File: config.mk
export PLATFORM = sky130hd
export DESIGN_NAME = cgo_regs
export DESIGN_NICKNAME = d
export VERILOG_FILES = /design/src/hw/cgo_pkg.sv /design/src/hw/cgo_regs.sv /design/src/hw/cgo_reg_cell.sv
export SDC_FILE = /design/constraint.sdc
export NUM_CORES = 1
export LEC_CHECK = 0
export BUFFER_PORTS_ARGS = -buffer_cell sky130_fd_sc_hd__clkbuf_2
export CAP_MARGIN = 5
export CORE_MARGIN = 10
export CORE_UTILIZATION = 35
export CTS_CLUSTER_DIAMETER = 50
export CTS_CLUSTER_SIZE = 16
export DETAILED_ROUTE_END_ITERATION = 6
export HOLD_SLACK_MARGIN = 0.12
export PLACE_DENSITY = 0.65
export RECOVER_POWER = 50
export SLEW_MARGIN = 10
export SYNTH_ARGS = -nofsm -noshare
export SYNTH_HDL_FRONTEND = slang
export SYNTH_SLANG_ARGS = --single-unit
File: constraint.sdc
create_clock -name I_SYS_CLK -period 2.6 [get_ports I_SYS_CLK]
set_input_delay 0 -clock I_SYS_CLK [delete_from_list [all_inputs] [get_ports I_SYS_CLK]]
set_output_delay 0 -clock I_SYS_CLK [all_outputs]
set_load 0.1 [all_outputs]
File: src/hw/cgo_pkg.sv
package cgo_pkg;

    // ------------------------------------------------------------
    // Widths and frame layout
    // ------------------------------------------------------------
    localparam int          CGO_DATA_W     = 10;
    localparam int          CGO_ADDR_W     = 5;
    localparam int          CGO_NUM_REGS   = 10;
    localparam int          CGO_CNT_W      = 5;
    localparam logic [4:0]  CGO_HEAD_EDGES = 5'h06;
    localparam logic [4:0]  CGO_TURN_EDGE  = 5'h08;
    localparam logic [4:0]  CGO_FRAME_BITS = 5'h12;
    localparam int          CGO_RESET_BIT  = 0;

    // ------------------------------------------------------------
    // Register addresses
    // ------------------------------------------------------------
    localparam logic [4:0]  CGO_ADDR_RED_GAIN        = 5'h00;
    localparam logic [4:0]  CGO_ADDR_GREEN_GAIN      = 5'h01;
    localparam logic [4:0]  CGO_ADDR_BLUE_GAIN       = 5'h02;
    localparam logic [4:0]  CGO_ADDR_RED_COARSE      = 5'h03;
    localparam logic [4:0]  CGO_ADDR_GREEN_COARSE    = 5'h04;
    localparam logic [4:0]  CGO_ADDR_BLUE_COARSE     = 5'h05;
    localparam logic [4:0]  CGO_ADDR_RED_FINE        = 5'h06;
    localparam logic [4:0]  CGO_ADDR_GREEN_FINE      = 5'h07;
    localparam logic [4:0]  CGO_ADDR_BLUE_FINE       = 5'h08;
    localparam logic [4:0]  CGO_ADDR_EVEN_RED_COARSE = 5'h09;
    localparam logic [4:0]  CGO_ADDR_CONTROL         = 5'h0f;

    // ------------------------------------------------------------
    // Reset values
    // ------------------------------------------------------------
    localparam logic [9:0]  CGO_RST_GAIN   = 10'h000;
    localparam logic [9:0]  CGO_RST_COARSE = 10'h155;
    localparam logic [9:0]  CGO_RST_FINE   = 10'h200;

    // Indexed by register address
    localparam logic [CGO_NUM_REGS-1:0][CGO_DATA_W-1:0] CGO_RST_TABLE = {
        CGO_RST_COARSE, CGO_RST_FINE, CGO_RST_FINE, CGO_RST_FINE,
        CGO_RST_COARSE, CGO_RST_COARSE, CGO_RST_COARSE,
        CGO_RST_GAIN, CGO_RST_GAIN, CGO_RST_GAIN
    };

    typedef enum logic [1:0] {
        CGO_ST_IDLE = 2'b00,
        CGO_ST_HEAD = 2'b01,
        CGO_ST_DATA = 2'b10,
        CGO_ST_DONE = 2'b11
    } cgo_state_t;

endpackage : cgo_pkg

File: src/hw/cgo_regs.sv
`timescale 1ns/10ps
`default_nettype none

//
// Operation
// - Address 00000 holds the 10-bit red gain code, reset to zero, zero is least gain.
// - Address 00001 holds the 10-bit green gain code, reset to zero, zero is least gain.
// - Address 00010 holds the 10-bit blue gain code, reset to zero, zero is least gain.
// - Address 00011 holds the red coarse offset code ahead of gain, -80 mV to +160 mV.
// - Address 00100 holds the green coarse offset code with the red coarse mapping.
// - Address 00101 holds the blue coarse offset code with the red coarse mapping.
// - Every coarse offset resets to 0101010101, which is zero millivolts.
// - Address 00110 holds the red fine offset code after gain, -128 mV to +128 mV.
// - Address 00111 holds the green fine offset code with the red fine mapping.
// - Address 01000 holds the blue fine offset code with the red fine mapping.
// - Every fine offset resets to 1000000000, which is zero millivolts.
// - Address 01001 holds a red coarse offset used for even pixels in alternate mode.
// - A read uses only the first eighteen rising serial clock edges of a frame.
// - Writing the control reset bit returns the whole ten-register bank to defaults; the control address stores no bits.
module cgo_regs
    import cgo_pkg::*;
(
    // Clock and reset
    input  wire logic                  I_SYS_CLK,
    input  wire logic                  I_SYS_RST,
    // Serial control port
    input  wire logic                  I_SCLK,
    input  wire logic                  I_LOAD,
    input  wire logic                  I_SDIO,
    output logic                       O_SDIO,
    output logic                       O_SDIO_OE,
    // Pixel context
    input  wire logic                  I_ALTERNATE_PIXEL_OFFSET_MODE,
    input  wire logic                  I_EVEN_PIXEL,
    // Setting codes
    output logic [CGO_DATA_W-1:0]      O_RED_GAIN_CODE,
    output logic [CGO_DATA_W-1:0]      O_GREEN_GAIN_CODE,
    output logic [CGO_DATA_W-1:0]      O_BLUE_GAIN_CODE,
    output logic [CGO_DATA_W-1:0]      O_RED_COARSE_OFFSET_CODE,
    output logic [CGO_DATA_W-1:0]      O_GREEN_COARSE_OFFSET_CODE,
    output logic [CGO_DATA_W-1:0]      O_BLUE_COARSE_OFFSET_CODE,
    output logic [CGO_DATA_W-1:0]      O_RED_FINE_OFFSET_CODE,
    output logic [CGO_DATA_W-1:0]      O_GREEN_FINE_OFFSET_CODE,
    output logic [CGO_DATA_W-1:0]      O_BLUE_FINE_OFFSET_CODE,
    output logic [CGO_DATA_W-1:0]      O_EVEN_PIXEL_RED_COARSE_CODE,
    output logic [CGO_DATA_W-1:0]      O_RED_COARSE_ACTIVE_CODE
);

    // ------------------------------------------------------------
    // Serial clock edge detect
    // ------------------------------------------------------------
    logic                          sclk_q;
    logic                          sclk_d;
    logic                          rise;

    assign sclk_d = I_SCLK;
    assign rise   = I_SCLK & ~sclk_q & I_LOAD;

    always_ff @(posedge I_SYS_CLK) begin
        if (I_SYS_RST) begin
            sclk_q <= 1'b0;
        end else begin
            sclk_q <= sclk_d;
        end
    end

    // ------------------------------------------------------------
    // Frame engine
    // ------------------------------------------------------------
    cgo_state_t                    state_q;
    cgo_state_t                    state_d;
    logic [CGO_CNT_W-1:0]          cnt_q;
    logic [CGO_CNT_W-1:0]          cnt_d;
    logic [CGO_DATA_W-1:0]         sh_q;
    logic [CGO_DATA_W-1:0]         sh_d;
    logic                          rw_q;
    logic                          rw_d;
    logic [CGO_ADDR_W-1:0]         addr_q;
    logic [CGO_ADDR_W-1:0]         addr_d;
    logic [CGO_DATA_W-1:0]         rd_q;
    logic [CGO_DATA_W-1:0]         rd_d;
    logic                          sdo_q;
    logic                          sdo_d;
    logic                          oe_q;
    logic                          oe_d;
    logic                          wr_stb;
    logic [CGO_DATA_W-1:0]         wr_data;
    logic [CGO_DATA_W-1:0]         rd_mux;
    logic [CGO_NUM_REGS-1:0][CGO_DATA_W-1:0] bank;

    always_comb begin
        rd_mux = '0;
        if (addr_q < CGO_ADDR_W'(CGO_NUM_REGS)) begin
            rd_mux = bank[addr_q];
        end
    end

    always_comb begin
        state_d = state_q;
        cnt_d   = cnt_q;
        sh_d    = sh_q;
        rw_d    = rw_q;
        addr_d  = addr_q;
        rd_d    = rd_q;
        sdo_d   = sdo_q;
        oe_d    = oe_q;
        wr_stb  = 1'b0;
        wr_data = {sh_q[CGO_DATA_W-2:0], I_SDIO};
        if (!I_LOAD) begin
            state_d = CGO_ST_IDLE;
            cnt_d   = '0;
            oe_d    = 1'b0;
        end else if (rise) begin
            case (state_q)
                CGO_ST_IDLE, CGO_ST_HEAD: begin
                    state_d = CGO_ST_HEAD;
                    cnt_d   = cnt_q + 5'h01;
                    sh_d    = {sh_q[CGO_DATA_W-2:0], I_SDIO};
                    if (cnt_d == CGO_HEAD_EDGES) begin
                        rw_d   = sh_q[CGO_ADDR_W-1];
                        addr_d = {sh_q[CGO_ADDR_W-2:0], I_SDIO};
                    end
                    // Turnaround bits: pin free, first data bit goes out
                    if (cnt_d == CGO_TURN_EDGE) begin
                        state_d = CGO_ST_DATA;
                        if (rw_q) begin
                            rd_d  = {rd_mux[CGO_DATA_W-2:0], 1'b0};
                            sdo_d = rd_mux[CGO_DATA_W-1];
                            oe_d  = 1'b1;
                        end
                    end
                end
                CGO_ST_DATA: begin
                    cnt_d = cnt_q + 5'h01;
                    sh_d  = {sh_q[CGO_DATA_W-2:0], I_SDIO};
                    if (cnt_d == CGO_FRAME_BITS) begin
                        // Later edges are ignored until the frame ends
                        state_d = CGO_ST_DONE;
                        wr_stb  = ~rw_q;
                    end else if (rw_q) begin
                        sdo_d = rd_q[CGO_DATA_W-1];
                        rd_d  = {rd_q[CGO_DATA_W-2:0], 1'b0};
                    end
                end
                CGO_ST_DONE: begin
                    state_d = CGO_ST_DONE;
                end
                default: begin
                    state_d = CGO_ST_IDLE;
                end
            endcase
        end
    end

    always_ff @(posedge I_SYS_CLK) begin
        if (I_SYS_RST) begin
            state_q <= CGO_ST_IDLE;
            cnt_q   <= '0;
            sh_q    <= '0;
            rw_q    <= 1'b0;
            addr_q  <= '0;
            rd_q    <= '0;
            sdo_q   <= 1'b0;
            oe_q    <= 1'b0;
        end else begin
            state_q <= state_d;
            cnt_q   <= cnt_d;
            sh_q    <= sh_d;
            rw_q    <= rw_d;
            addr_q  <= addr_d;
            rd_q    <= rd_d;
            sdo_q   <= sdo_d;
            oe_q    <= oe_d;
        end
    end

    assign O_SDIO    = sdo_q;
    assign O_SDIO_OE = oe_q;

    // ------------------------------------------------------------
    // Bank reset from the control register
    // ------------------------------------------------------------
    // Bit pulses for one cycle; the control address is outside the bank, so it reads back as zero
    logic clr_q;
    logic clr_d;

    always_comb begin
        clr_d = wr_stb && (addr_q == CGO_ADDR_CONTROL) && wr_data[CGO_RESET_BIT];
    end

    always_ff @(posedge I_SYS_CLK) begin
        if (I_SYS_RST) begin
            clr_q <= 1'b0;
        end else begin
            clr_q <= clr_d;
        end
    end

    // ------------------------------------------------------------
    // Register bank
    // ------------------------------------------------------------
    genvar gi;
    generate
        for (gi = 0; gi < CGO_NUM_REGS; gi++) begin : g_cell
            cgo_reg_cell #(
                .W   (CGO_DATA_W),
                .RST (CGO_RST_TABLE[gi])
            ) u_cell (
                .i_clk   (I_SYS_CLK),
                .i_rst   (I_SYS_RST),
                .i_clr   (clr_q),
                .i_we    (wr_stb && (addr_q == CGO_ADDR_W'(gi))),
                .i_wdata (wr_data),
                .o_q     (bank[gi])
            );
        end
    endgenerate

    assign O_RED_GAIN_CODE              = bank[CGO_ADDR_RED_GAIN];
    assign O_GREEN_GAIN_CODE            = bank[CGO_ADDR_GREEN_GAIN];
    assign O_BLUE_GAIN_CODE             = bank[CGO_ADDR_BLUE_GAIN];
    assign O_RED_COARSE_OFFSET_CODE     = bank[CGO_ADDR_RED_COARSE];
    assign O_GREEN_COARSE_OFFSET_CODE   = bank[CGO_ADDR_GREEN_COARSE];
    assign O_BLUE_COARSE_OFFSET_CODE    = bank[CGO_ADDR_BLUE_COARSE];
    assign O_RED_FINE_OFFSET_CODE       = bank[CGO_ADDR_RED_FINE];
    assign O_GREEN_FINE_OFFSET_CODE     = bank[CGO_ADDR_GREEN_FINE];
    assign O_BLUE_FINE_OFFSET_CODE      = bank[CGO_ADDR_BLUE_FINE];
    assign O_EVEN_PIXEL_RED_COARSE_CODE = bank[CGO_ADDR_EVEN_RED_COARSE];

    // ------------------------------------------------------------
    // Red coarse code in use for the current pixel
    // ------------------------------------------------------------
    logic [CGO_DATA_W-1:0] act_q;
    logic [CGO_DATA_W-1:0] act_d;

    always_comb begin
        act_d = bank[CGO_ADDR_RED_COARSE];
        if (I_ALTERNATE_PIXEL_OFFSET_MODE && I_EVEN_PIXEL) begin
            act_d = bank[CGO_ADDR_EVEN_RED_COARSE];
        end
    end

    always_ff @(posedge I_SYS_CLK) begin
        if (I_SYS_RST) begin
            act_q <= CGO_RST_COARSE;
        end else begin
            act_q <= act_d;
        end
    end

    assign O_RED_COARSE_ACTIVE_CODE = act_q;

endmodule : cgo_regs

`default_nettype wire

File: src/hw/cgo_reg_cell.sv
`timescale 1ns/10ps
`default_nettype none

module cgo_reg_cell #(
    parameter int               W   = 10,
    parameter logic [W-1:0]     RST = '0
) (
    // Clock and reset
    input  wire logic           i_clk,
    input  wire logic           i_rst,
    // Control
    input  wire logic           i_clr,
    input  wire logic           i_we,
    input  wire logic [W-1:0]   i_wdata,
    // Stored value
    output logic      [W-1:0]   o_q
);

    logic [W-1:0] val_d;

    always_comb begin
        val_d = o_q;
        if (i_clr) begin
            val_d = RST;
        end else if (i_we) begin
            val_d = i_wdata;
        end
    end

    always_ff @(posedge i_clk) begin
        if (i_rst) begin
            o_q <= RST;
        end else begin
            o_q <= val_d;
        end
    end

endmodule : cgo_reg_cell

`default_nettype wire

==> impl_metrics.json, run 1 <==
{
  "cts.sinks": 145,
  "rsz0062_at_grt": "false",
  "grtUsageTotal": 0.1638,
  "design.die.area_mm2": 0.02437,
  "maxCapViolCount": 1,
  "place_congestion": 0.8609,
  "cts-root-buf": "clkbuf_16",
  "powerDensity_mw_per_mm2": 597.7,
  "hold_path.class": "in -> reg",
  "ys_seq_area_frac": 0.4477,
  "area_growth_syn_to_layout_pct": 19.07,
  "diodes": 0,
  "crit_start": "cnt_q[0]",
  "worstMarginPinSlew_ps": 1631,
  "worstPathRequired_ps": 2920,
  "syn_inst": 660,
  "finalCritPeriodShare": 0.9332,
  "synth_edf_count": 0,
  "violations": "capacitance limit, slew limit",
  "clk_pin_slew_worst_paths_ps": 60,
  "final_nets": 778,
  "swShare": 0.2198,
  "grt_overflow": 0,
  "max_slew_margin": -0.08714,
  "grt_pass1_vias": 5192,
  "syn_nets": 670,
  "status": "finished, violations left",
  "worstSetupStartpointType": "register",
  "fin_cells": 1007,
  "rows": 49,
  "critPathMaxFanout": 11,
  "report.power.total_mw": 4.614,
  "fin_util": 0.4268,
  "ys.flop_type": "dfxtp_1",
  "clockBufferDepth": 2,
  "seq_power_share": 0.485,
  "vias": 5190,
  "netlist-cell-type-count": 47,
  "hold_violations": 0,
  "synth_top_area_frac": 0.4477,
  "finClkSkew_ps": 8.342,
  "ys_top_cells_by_area": "dfxtp_1, mux2i_1, mux4_2",
  "p_leak_nw": 3.456,
  "final_cell_mix": "dfxtp_1, mux2i_1, clkbuf_1",
  "syn_area_per_cell_um2": 9.824,
  "grt_pass1_wl_um": 30860,
  "drc": 0,
  "yosys_register_bits": 145,
  "finalSetupViolCount": 0,
  "hp-start": "I_EVEN_PIXEL",
  "fin_area_mm2": 0.007720,
  "synth-async-reset-ratio": 0,
  "path_class": "reg -> reg",
  "portBuffers": 118,
  "cp.arrival_ps": 2740,
  "drive_above_1_share": 0.1093,
  "die_w_um": 156.1,
  "post_dp_cell_area_mm2": 0.007287,
  "max_freq_mhz": 412.2,
  "final_common_cell": "dfxtp_1",
  "combPwrFrac": 0.027,
  "grt_max_degree": 62,
  "dp_cells": 973,
  "drt-wirelength-per-cell_um": 19.71,
  "vdd_drop_max_uv": 456.3,
  "end_kind": "register",
  "post-dp-hpwl_um": 14210,
  "post_cts_buffers": 0,
  "post-place-ws_ps": 232.6,
  "antenna_found_initial": 0,
  "htreeDepth": 4,
  "floorplan.initialDensity": 0.3585,
  "die_h_um": 156.1,
  "layout_min_cycle_time_ps": 2426,
  "tritoncts.num_buffers": 17,
  "cts_tree": "done",
  "ys_warn_count": 0,
  "p_int_mw": 3.600,
  "synth_largest_area_cell": "dfxtp_1",
  "drv_slew": 35,
  "fin_ws_ps": 173.8,
  "postRouteAntennaNets": 0,
  "drt-vias-per-instance": 5.154,
  "rr_startpoint": "cnt_q[0]",
  "drt_iter0_markers": 364,
  "finalWirelength_um": 19850,
  "clock_latency_ps": 430,
  "final.setup.tns_ps": 0,
  "power_frac_clock": 0.489,
  "netlist_area_mm2": 0.006484,
  "p_switching_mw": 1.014,
  "core_area_mm2": 0.01809,
  "drtPass1Iterations": 5,
  "hold_ws_ps": 191.3,
  "num_io_pins": 119
}
final timing paths:
| path | to | slack, ps | depth (start not counted) |
|---|---|---|---|
| max | rd_q[6] | 170 | 6 |
| min | O_RED_COARSE_ACTIVE_CODE[1] | 190 | 4 |
| max reg2reg | rd_q[6] | 170 | 6 |
| min reg2reg | O_SDIO_OE | 470 | 2 |
worst max-delay path, cell delays in order (launching register included):
cell and delay [ps]:
dfxtp_1 410, ha_1 280, and3_1 260, o22ai_1 120
or4_4 620, and2_1 350, a211oi_1 280
layer usage:
layer  global-route usage  part of all wire  vias to the layer above  wire length (um)
met3              0.04549             0.059                       24              1181
met5                    0                 0                        -                 0
met1               0.2078              0.45                     2504              8944
met2               0.2633              0.47                      161              9417
met4              0.05348             0.015                        0               306
li1                     -                 -                     2501                 -
sequential cells by signal, indices dropped and copies added (netlist names):
register                  count
state_q                       2
O_RED_COARSE_ACTIVE_CODE     10
cnt_q                         5
O_SDIO                        1
sclk_q                        1
rw_q                          1
clr_q                         1
rd_q                          9
addr_q                        5
g_cell.u_cell.o_q           100
sh_q                          9
O_SDIO_OE                     1
power groups by stage:
| stage | Clock [mW] | Combinational (mW) | Sequential (mW) |
|---|---|---|---|
| final | 2.25 | 0.124 | 2.24 |
| after global routing | 2.38 | 0.132 | 2.24 |
| after CTS | 2.29 | 0.126 | 2.24 |
| after detailed placement | 0 | 0.119 | 2.28 |
| after global placement | 0 | 0.118 | 2.28 |
| after floorplan | 0 | 0.0612 | 2.30 |
what timing repair did:
| action | CTS | global route |
|---|---|---|
| hold buffers | 5 | 0 |
| hold endpoints to repair | 25 | 0 |
| gates resized for setup | 0 | 0 |
area by class of cell:
class / instances / area (um^2)
Multi-Input combinational cell: 445 / 3279
Clock inverter: 6 / 60.06
Fill cell: 1781 / 10370
Clock buffer: 23 / 467.9
Sequential cell: 145 / 2904
Tap cell: 229 / 286.5
Timing Repair Buffer: 144 / 665.6
Inverter: 15 / 56.30
cell families after synthesis:
logic type | count (synthesis) | share of synthesized area
AND/OR/NAND/NOR | 239 | 0.1708
buffers and inverters | 70 | 0.04651
multiplexers | 140 | 0.2530
AO/OA/AOI/OAI | 57 | 0.06812
adder cells (fa/ha/maj) | 3 | 0.005790
flip-flops | 145 | 0.4477
XOR/XNOR | 6 | 0.008106
cells in the mapped netlist (2+ instances only):
master / n
dfxtp_1: 145
nand4_1: 10
mux4_2: 19
nor2b_1: 21
and2_1: 3
inv_1: 15
buf_6: 2
nand3b_1: 7
and3_1: 2
ha_1: 3
nor3b_1: 2
xnor2_1: 3
nor2_1: 97
or4_1: 2
nor3_1: 2
buf_2: 16
a21oi_1: 19
nor4_1: 2
xor2_1: 3
clkbuf_1: 33
o22ai_1: 10
or3b_1: 2
nand2b_1: 6
mux2i_1: 120
nand2_1: 72
a211oi_1: 11
a2111oi_2: 7
or3_1: 2
or2_2: 2
buf_1: 3
o21ai_0: 3
Note: power is estimated with default switching activity, not from simulation.
==> run 2, diff against run 1 <==
- BUFFER_PORTS_ARGS: -buffer_cell sky130_fd_sc_hd__clkbuf_2 -> -buffer_cell sky130_fd_sc_hd__buf_2
- REMOVE_ABC_BUFFERS: unset -> 1
==> run 2 against run 1 <==
Against the previous run: maximum frequency rose by 0.16%; critical path depth is the same; setup slack improved by 4.0 ps; sequential cell count is the same; critical path type unchanged; the run now ends clean; sequential power hardly changed; die area did not move; wire length is 3.9% lower; worst hold slack got worse by 45 ps.
==> impl_metrics.json, run 2 (synthesis results as in run 1) <==
{
  "status": "finished clean",
  "largest_register_ff_count": 100,
  "drc": 0,
  "grt_max_degree": 51,
  "final_cell_mix": "dfxtp_1, mux2i_1, clkbuf_1",
  "fin_area_mm2": 0.007821,
  "nFillCells": 1787,
  "rsz0062_at_grt": "false",
  "core_area_mm2": 0.01809,
  "portBuffers": 118,
  "worstPathRequired_ps": 2930,
  "ctsResizeCount": 0,
  "drt-vias-per-instance": 5.162,
  "design.die.area_mm2": 0.02437,
  "fin_cells": 1010,
  "max_slew_margin": 0.1740,
  "drtPass1Iterations": 5,
  "tritoncts.num_buffers": 17,
  "grtUsageTotal": 0.1544,
  "cp.arrival_ps": 2750,
  "rows": 49,
  "place_congestion": 0.8871,
  "area_growth_syn_to_layout_pct": 20.63,
  "p_leak_nw": 3.499,
  "final_common_cell": "dfxtp_1",
  "htreeDepth": 4,
  "fin_util": 0.4324,
  "final_nets": 778,
  "vias": 5214,
  "finClkSkew_ps": 8.177,
  "post-dp-hpwl_um": 13800,
  "cts-root-buf": "clkbuf_16",
  "die_w_um": 156.1,
  "critPathMaxFanout": 11,
  "finalWirelength_um": 19070,
  "clockBufferDepth": 2,
  "maxCapViolCount": 0,
  "final.setup.tns_ps": 0,
  "post_cts_buffers": 0,
  "clk_pin_slew_worst_paths_ps": 60,
  "drt-wirelength-per-cell_um": 18.88,
  "num_io_pins": 119,
  "grt_pass1_vias": 5050,
  "finalCritPeriodShare": 0.9316,
  "worstSetupStartpointType": "register",
  "die_h_um": 156.1,
  "powerDensity_mw_per_mm2": 644.5,
  "dp_cells": 974,
  "path_class": "reg -> reg",
  "floorplan.initialDensity": 0.3585,
  "post_dp_cell_area_mm2": 0.007282,
  "vdd_drop_max_uv": 479.7,
  "regMostFlops": "g_cell.u_cell.o_q",
  "clock_latency_ps": 420,
  "cts_tree": "done",
  "layout_min_cycle_time_ps": 2422,
  "postRouteAntennaNets": 0,
  "worstMarginPinSlew_ps": 1244,
  "fin_ws_ps": 177.7,
  "grt_overflow": 0,
  "grt_pass1_wl_um": 29770,
  "drv_slew": 0,
  "hold_path.class": "in -> reg",
  "drive_above_1_share": 0.1165,
  "end_kind": "register",
  "max_freq_mhz": 412.8,
  "diodes": 0,
  "finalSetupViolCount": 0,
  "post-place-ws_ps": 223.4,
  "cts.sinks": 145,
  "hold_violations": 0,
  "drt_iter0_markers": 378,
  "antenna_found_initial": 0
}
run 2: cell count changes in the layout (fill, tap and decap cells not counted), sizes merged:
cell         delta
buf             +4
clkinv          +2
bufinv          +4
dlygate4sd3     -1
clkinvlp        +2
clkbuf          -8
run 2: area by class of cell:
type / instances / area, um^2 / area share
Sequential cell: 145 / 2904 / 0.3713
Clock inverter: 14 / 212.7 / 0.02720
Tap cell: 229 / 286.5 / 0.03663
Inverter: 15 / 56.30 / 0.007199
Clock buffer: 18 / 439.2 / 0.05615
Multi-Input combinational cell: 445 / 3279 / 0.4193
Timing Repair Buffer: 144 / 643.1 / 0.08223
run 2: what timing repair did:
item / CTS / global route
hold buffers: 4 / 0
endpoints found under the setup margin: 0 / 0
hold endpoints to repair: 37 / 0
run 2: worst paths after layout:
path / from / end / slack (ps) / cells after the start
worst max-delay path: cnt_q[0] / rd_q[4] / 180 / 6
worst min-delay path: I_EVEN_PIXEL / O_RED_COARSE_ACTIVE_CODE[9] / 150 / 4
worst max register to register: cnt_q[0] / rd_q[4] / 180 / 6
worst min register to register: O_SDIO_OE / O_SDIO_OE / 450 / 2
run 2: metal layers:
layer | part of all wire | GRT usage
met4 | 0.011 | 0.03730
met1 | 0.47 | 0.2135
met3 | 0.070 | 0.03860
met5 | 0 | 0
met2 | 0.45 | 0.2356
run 2: critical path, cell delays in order, from the launching register on:
cell	delay (ps)
dfxtp_1	420
ha_1	280
and3_1	250
o22ai_1	110
or4_4	620
and2_1	350
a211oi_1	290
run 2: report_power, final:
| group | switching (mW) | internal, mW |
|---|---|---|
| clock | 0.964 | 1.72 |
| sequential | 0.00718 | 2.23 |
| combinational | 0.0932 | 0.0254 |
run 2: metrics by stage:
stage          hold slack (ps)  total power [mW]
6_report                 146.5             5.041
5_1_grt                  180.8             5.185
4_1_cts                  141.6             5.076
3_5_place_dp             268.0             2.401
3_3_place_gp             240.0             2.400
2_1_floorplan            69.07             2.347
